**src/pkg/page_map_pkg.sv**
```systemverilog
// Package: register offsets, field layout and reset values of the paged data memory decoder
package page_map_pkg;
    localparam int unsigned ADDR_W = 12;
    localparam int unsigned DATA_W = 32;
    localparam int unsigned PTR_W = 8;
    localparam int unsigned RAM_AW = 8;
    localparam int unsigned BYTE_LO = 0;
    localparam int unsigned BYTE_HI = 3;
    localparam int unsigned DEP_BIT = 4;
    localparam int unsigned PAGE_LO = 5;
    localparam int unsigned PAGE_HI = 7;
    localparam int unsigned PAGE_W = 3;
    localparam int unsigned BYTE_W = 4;
    localparam logic [ADDR_W-1:0] OFF_POINTER = 12'h000;
    localparam logic [ADDR_W-1:0] OFF_DATA = 12'h004;
    localparam logic [ADDR_W-1:0] OFF_RAM_ADDR = 12'h008;
    localparam logic [PTR_W-1:0] POINTER_RESET = 8'h00;
    localparam logic [PAGE_W-1:0] PAGE_ZERO = 3'h0;
    localparam logic [DATA_W-1:0] DATA_ZERO = 32'h0000_0000;
endpackage

```
**src/pkg/page_map_if.sv**
```systemverilog
// Interface: pointer in, physical RAM address out
`timescale 1ns/10ps
`default_nettype none
interface page_map_if;
    logic [page_map_pkg::PTR_W-1:0] pointer;
    logic [page_map_pkg::RAM_AW-1:0] ram_addr;
    logic dependent;
    modport decoder (input pointer, output ram_addr, output dependent);
    modport user (output pointer, input ram_addr, input dependent);
endinterface
`default_nettype wire

```
**src/paged_data_memory_decoder.sv**
```systemverilog
// Top: APB slave holding the pointer and the paged data RAM behind it
`timescale 1ns/10ps
`default_nettype none
module paged_data_memory_decoder #(
    parameter int unsigned RAM_WORDS = 256
) (
    input wire logic pclk,
    input wire logic presetn,
    input wire logic psel,
    input wire logic penable,
    input wire logic pwrite,
    input wire logic [page_map_pkg::ADDR_W-1:0] paddr,
    input wire logic [page_map_pkg::DATA_W-1:0] pwdata,
    output logic [page_map_pkg::DATA_W-1:0] prdata,
    output logic pready,
    output logic pslverr,
    output logic [page_map_pkg::PTR_W-1:0] pointer_out,
    output logic [page_map_pkg::RAM_AW-1:0] ram_addr_out
);
    // ****************************************
    // Storage and mapping
    // ****************************************
    logic [page_map_pkg::PTR_W-1:0] indirect_address_pointer_reg;
    logic [7:0] ram [RAM_WORDS];
    logic setup;
    logic access;
    page_map_if map_bus ();
    page_addr_map u_map (
        .map(map_bus.decoder)
    );
    assign map_bus.pointer = indirect_address_pointer_reg;

    function automatic logic is_reg(input logic [page_map_pkg::ADDR_W-1:0] a);
        is_reg = (a == page_map_pkg::OFF_POINTER) || (a == page_map_pkg::OFF_DATA)
            || (a == page_map_pkg::OFF_RAM_ADDR);
    endfunction

    // Ready is registered from the setup phase: no wait states per access, keeps outputs flop-driven
    assign setup = psel && !penable;
    assign access = psel && penable && pready;

    // ****************************************
    // Bus handshake
    // ****************************************
    always_ff @(posedge pclk or negedge presetn) begin
        if (!presetn) begin
            pready <= 1'b0;
            pslverr <= 1'b0;
        end else begin
            pready <= setup;
            pslverr <= setup && !is_reg(paddr);
        end
    end

    always_ff @(posedge pclk or negedge presetn) begin
        if (!presetn) begin
            indirect_address_pointer_reg <= page_map_pkg::POINTER_RESET;
        end else if (access && pwrite && paddr == page_map_pkg::OFF_POINTER) begin
            indirect_address_pointer_reg <= pwdata[page_map_pkg::PTR_W-1:0];
        end
    end

    // No reset on the array: RAM contents are undefined at power-up
    always_ff @(posedge pclk) begin
        if (access && pwrite && paddr == page_map_pkg::OFF_DATA) begin
            ram[map_bus.ram_addr] <= pwdata[7:0];
        end
    end

    always_ff @(posedge pclk or negedge presetn) begin
        if (!presetn) begin
            prdata <= page_map_pkg::DATA_ZERO;
        end else if (setup && !pwrite) begin
            case (paddr)
                page_map_pkg::OFF_POINTER: prdata <= {24'h00_0000, indirect_address_pointer_reg};
                page_map_pkg::OFF_DATA: prdata <= {24'h00_0000, ram[map_bus.ram_addr]};
                page_map_pkg::OFF_RAM_ADDR: prdata <= {24'h00_0000, map_bus.ram_addr};
                default: prdata <= page_map_pkg::DATA_ZERO;
            endcase
        end
    end

    always_ff @(posedge pclk or negedge presetn) begin
        if (!presetn) begin
            pointer_out <= page_map_pkg::POINTER_RESET;
            ram_addr_out <= 8'h00;
        end else begin
            pointer_out <= indirect_address_pointer_reg;
            ram_addr_out <= map_bus.ram_addr;
        end
    end
endmodule
`default_nettype wire

```
**src/page_addr_map.sv**
```systemverilog
// Combinational pointer-to-RAM address mapping
`timescale 1ns/10ps
`default_nettype none
module page_addr_map (
    page_map_if.decoder map
);
    logic [page_map_pkg::PAGE_W-1:0] page;
    logic [page_map_pkg::BYTE_W-1:0] byte_sel;
    always_comb begin
        byte_sel = map.pointer[page_map_pkg::BYTE_HI:page_map_pkg::BYTE_LO];
        map.dependent = map.pointer[page_map_pkg::DEP_BIT];
        // Lower half ignores page bits, so every page sees page 0 storage
        if (map.dependent) begin
            page = map.pointer[page_map_pkg::PAGE_HI:page_map_pkg::PAGE_LO];
        end else begin
            page = page_map_pkg::PAGE_ZERO;
        end
        map.ram_addr = {page, map.dependent, byte_sel};
    end
endmodule
`default_nettype wire

```
**config.mk**
```make
export PLATFORM = sky130hd
export DESIGN_NAME = paged_data_memory_decoder
export DESIGN_NICKNAME = d
export VERILOG_FILES = /design/src/pkg/page_map_pkg.sv /design/src/pkg/page_map_if.sv /design/src/paged_data_memory_decoder.sv /design/src/page_addr_map.sv
export SDC_FILE = /design/constraint.sdc
export NUM_CORES = 2
export LEC_CHECK = 0
export ABC_AREA = 1
export ABC_CLOCK_PERIOD_IN_PS = 4200
export BUFFER_PORTS_ARGS = -buffer_cell sky130_fd_sc_hd__buf_2
export CAP_MARGIN = 20
export CORE_ASPECT_RATIO = 0.9
export CORE_UTILIZATION = 40
export CTS_CLUSTER_SIZE = 16
export DETAILED_ROUTE_END_ITERATION = 8
export GPL_TIMING_DRIVEN = 0
export PLACE_DENSITY = 0.52
export SLEW_MARGIN = 20
export SYNTH_ARGS = -nofsm -noshare
export SYNTH_HDL_FRONTEND = slang
export SYNTH_SLANG_ARGS = --single-unit
```
**constraint.sdc**
```tcl
create_clock -name pclk -period 4.2 [get_ports pclk]
set_input_delay 1.05 -clock pclk [delete_from_list [all_inputs] [get_ports pclk]]
set_output_delay 1.05 -clock pclk [all_outputs]
set_load 0.05 [all_outputs]
```
==> out/results.txt <==
The tools report the type of element launching the critical path as a flop. The detail-routed via count per cell is 5.682, and the weighted congestion reported at the end of routability-driven placement is 1.005. Summed over all layers, the global routing overflow is 0. The post-synthesis sequential element count came out at 1181. The clock passes through at most 3 buffers. For the post-layout worst setup margin, the log shows -131.2 ps.

The net switching component of the power was 0.005125 W; the final routed wirelength across all metal layers was 190100 um. Share of power burned in registers: 0.527. Measured in cells, the most critical reg-to-reg path has a length of 7. The run gives 16 as the initial antenna violation count.

The sequential cells in the finished layout cover a total of 35320 um2. TritonCTS built the clock tree. The area growth from synthesis to layout is 14.76%. The run gives 0.4638 as the share of the core filled with cells in the final layout.

For this run, the number of Yosys warnings is 0. The XOR/XNOR share of the synthesized area came out at 0. The register with the most flip-flops in the layout has 1152 of them. VDD sags by at most 0.4221 mV. For this run, the slowest stage of the critical path takes 940 ps. The tools report the insertion delay of the later-clocked pin in the worst-skew pair as 790 ps.

Entering global routing, the biggest net connects 88 pins. The cell at the root of the clock tree is sky130_fd_sc_hd__clkbuf_16. On the final layout, the worst clock skew is 30.13 ps. For this run, design rule violations remaining after detail routing come to 0.

For the worst setup path, the data arrival time is 4730 ps. The final critical delay including setup and external delays was 4331 ps; the detailed-routing iteration count for the pre-antenna-repair pass was 6. The fraction of the yosys area taken by sequential cells was 0.7457. After synthesis, the largest family of logic cells by area is simple AND/OR/NAND/NOR gates.

Dividing the detail-routed wire length by the instance count gives 31.94 um. The mapped netlist covers 47360 um2. For the number of global-route vias before repair, the log shows 29680.

After synthesis, the cell types taking the most area are sky130_fd_sc_hd__edfxtp_1 73%, sky130_fd_sc_hd__nand2_1 15%, sky130_fd_sc_hd__nor2_1 2.2%. At the pin with the least slew margin, the transition time is 1388 ps. Highest-delay cell along the critical path: sky130_fd_sc_hd__nor2_1. In this design, the critical path's most frequently occurring cell is sky130_fd_sc_hd__nor2_1. The number of enable flip-flop cells after synthesis was 1152.

In this run the number of cells on the critical path is 7. For the total routing resource utilization after global routing, the log shows 0.3167. The wire length of the first global-routing pass was 252400 um; the share of the synthesized area in compound gates (AO/OA/AOI/OAI) was 0.02771.

In this run the horizontal extent of the chip is 364.7 um. After synthesis, the mean cell area works out to 11.70 um2. In this run the critical register-to-register path is captured at ram[114][3]$_DFFE_PP_. The worst path buffer plus inverter count was 3; the number of nets in the layout was 4326. Timing would allow up to 230.9 MHz. The tools report the number of hold-slack violations in the final timing report as 0. The proportion of synthesized flip-flops having asynchronous set or reset works out to 0.02456. The signal on the critical path passes through clkbuf_1 > nor2_1 > buf_2 > inv_1 > nor2_4 > nand2_4 > nor2_1.

The share of synthesized cell area in full adder, half adder and majority cells is 0. The logs give 131 for the number of CTS-inserted buffers and 130 for the number of endpoints failing setup at the final stage. Max-cap violations in this run came to 0. Across all register-to-register paths, the minimum setup slack is -130 ps.

In this run, post-CTS hold repair placed 0 buffers. Switching power share of the total: 0.2091. The multiplexer area fraction after synthesis works out to 0.0002378.

Share of the synthesized area in the top cell type: 0.7304. In this run the remaining antenna-violating nets after routing total 0. The number of core rows was 119; the post-route fraction of the period consumed by the critical path was 1.031. In this run the worst setup path terminates at ram[114][3]$_DFFE_PP_.

Most used flip-flop cell after synthesis: sky130_fd_sc_hd__edfxtp_1. Combinational fraction of design power: 0.014. Power density over the cells: 450.9 nW/um2. The clock transition at the registers of the reported paths was 60 ps.

STA classifies the critical path endpoint as a flop. Setup repair after global routing could not meet its margin everywhere. The critical path is of the flop to flop type. The flow ran to the end, but the final reports show violations. Pin placement for this block handled 99 I/O pins.

The tools report the max-slew violation count as 0. The number of I/O port buffers works out to 50. The floorplan die height is 328.4 um, and the layout cell share with drive strength beyond 1 is 0.1078. The first routing iteration left 5656 violations.

The most critical setup path has its startpoint at indirect_address_pointer_reg[3]$_DFFE_PN0P_. The worst slew margin relative to its limit is 0.07117, and the cell leakage power is 20.14 nW. The final reports fail on setup timing. The synthesized-area fraction occupied by and/or/nand/nor cells works out to 0.2001. The register with the most flip-flops was ram.

The min-delay analysis places its worst path in the category input port to async pin. By count the netlist is led by 1903 x sky130_fd_sc_hd__nand2_1, 1152 x sky130_fd_sc_hd__edfxtp_1, 275 x sky130_fd_sc_hd__nor2_1, 101 x sky130_fd_sc_hd__nand3_1, 93 x sky130_fd_sc_hd__buf_2. Fill cell total of the finished layout: 10730.

Broken down by cell family, the worst path's largest delay share belongs to simple AND/OR/NAND/NOR gates. Reg-to-reg critical path startpoint: indirect_address_pointer_reg[3]$_DFFE_PN0P_. Yosys instantiated no cell more often than sky130_fd_sc_hd__nand2_1. The clock network power share was 0.459.

Synthesis produced 4048 cells. Floorplan core area: 117200 um2. Synthesis instantiated 31 different standard cells from the library.

Overall power consumption after layout is estimated at 0.02451 W. Summed over all instances, the cell type with the most area after synthesis is sky130_fd_sc_hd__edfxtp_1. The maximum fanout count along the critical path works out to 10. The run gives 33810 as the via count.

Total area of multi-input combinational cells: 11000 um2. The logs give 4600 ps for the required arrival time at the worst endpoint and 4 for the total number of H-tree levels. The run gives 0.4042 as the effective utilization at floorplan. The clock sink count was 1181; the final HPWL from detailed placement was 123600 um. Cell internal power was estimated by the tool at 0.01938 W.

The die covers 119800 um2.
[power groups by stage]
stage,combinational [W],clock [W],sequential [W]
detailed placement,0.000334,0,0.0132
global route,0.000354,0.0117,0.0129
floorplan,0.0000733,0,0.0132
finish,0.000339,0.0112,0.0129
global placement,0.000297,0,0.0132
CTS,0.000334,0.0113,0.0129
[how the worst min path moves through the flow]
| stage | start | to | slack [ps] | depth (start not counted) |
|---|---|---|---|---|
| finish | presetn | ram_addr_out[6]$_DFF_PN0_ | 440 | 1 |
| global route | presetn | pointer_out[7]$_DFF_PN0_ | 460 | 1 |
| CTS | presetn | pointer_out[7]$_DFF_PN0_ | 400 | 1 |
| detailed placement | prdata[1]$_DFFE_PN0P_ | prdata[1]$_DFFE_PN0P_ | 470 | 2 |
| global placement | prdata[1]$_DFFE_PN0P_ | prdata[1]$_DFFE_PN0P_ | 460 | 2 |
| floorplan | indirect_address_pointer_reg[6]$_DFFE_PN0P_ | pointer_out[6]$_DFF_PN0_ | 350 | 0 |
[layout make-up]
class	instances	area share
plain buffers	224	0.02035
flip-flops and latches	1181	0.6498
multi-input cells	2626	0.2023
repair buffers	73	0.01305
diodes	6	0.0002762
clock inverters	63	0.01011
well taps	1573	0.03621
inverters	40	0.002762
clock buffers	164	0.06508
[cells in the final DEF, fill, tap and decap left out, types with 2 or more instances in the layout]
master	netlist	routed
sky130_fd_sc_hd__buf_16	0	9
sky130_fd_sc_hd__inv_2	3	3
sky130_fd_sc_hd__clkinv_2	0	23
sky130_fd_sc_hd__nand3b_1	2	2
sky130_fd_sc_hd__clkbuf_1	88	95
sky130_fd_sc_hd__nand4_1	75	75
sky130_fd_sc_hd__nand2_4	17	17
sky130_fd_sc_hd__clkbuf_2	0	17
sky130_fd_sc_hd__a21oi_1	65	65
sky130_fd_sc_hd__clkbuf_16	0	135
sky130_fd_sc_hd__a21o_1	2	2
sky130_fd_sc_hd__o21ai_0	34	34
sky130_fd_sc_hd__clkinv_1	3	24
sky130_fd_sc_hd__buf_2	93	135
sky130_fd_sc_hd__nand3_1	101	101
sky130_fd_sc_hd__buf_8	0	6
sky130_fd_sc_hd__nor2_4	4	4
sky130_fd_sc_hd__buf_6	0	11
sky130_fd_sc_hd__nand2_1	1903	1903
sky130_fd_sc_hd__nor4_1	2	2
sky130_fd_sc_hd__conb_1	1	24
sky130_fd_sc_hd__bufinv_16	0	7
sky130_fd_sc_hd__nor2_2	3	43
sky130_fd_sc_hd__buf_1	9	9
sky130_fd_sc_hd__clkbuf_8	0	5
sky130_fd_sc_hd__nor2_1	275	235
sky130_fd_sc_hd__dfrtp_1	29	29
sky130_fd_sc_hd__inv_6	0	5
sky130_fd_sc_hd__o21ai_1	19	19
sky130_fd_sc_hd__inv_1	34	34
sky130_fd_sc_hd__buf_4	34	39
sky130_fd_sc_hd__diode_2	0	6
sky130_fd_sc_hd__a22oi_1	92	92
sky130_fd_sc_hd__clkinv_8	0	4
sky130_fd_sc_hd__edfxtp_1	1152	1152
[routing by layer]
layer | vias to the layer above | part of all wire | GRT usage
met1 | 16710 | 0.41 | 0.4487
met4 | 8 | 0.050 | 0.1544
li1 | 14240 | - | -
met3 | 468 | 0.13 | 0.1024
met2 | 2385 | 0.41 | 0.4360
met5 | - | 0.00027 | 0
[metrics by stage]
step	instances	setup TNS (ps)	worst slack (ps)	hold slack [ps]	instance area [um2]
final	5950	-6768	-131.2	439.3	54350
after global routing	5944	-24.00	-5.536	462.7	54340
after CTS	5941	0	16.27	404.4	54250
after detailed placement	5714	-227260	-464.8	466.4	50170
after global placement	5694	-257280	-628.1	462.6	49670
after floorplan	4071	0	1029	351.9	47450
[logic make-up (layout without fill, tap and decap cells)]
group	count (synthesis)	count (layout)
mux	1	1
buf+inv	264	564
compound gates	214	214
flops	1181	1181
other cells	1	30
simple gates	2387	2387
[timing repair]
action                     in CTS  in global routing
hold endpoints to repair        0                  0
setup endpoints to repair       0                 62
gates resized for setup         0                  9
buffers inserted                0                  0
(Power assumes the default switching activity.)
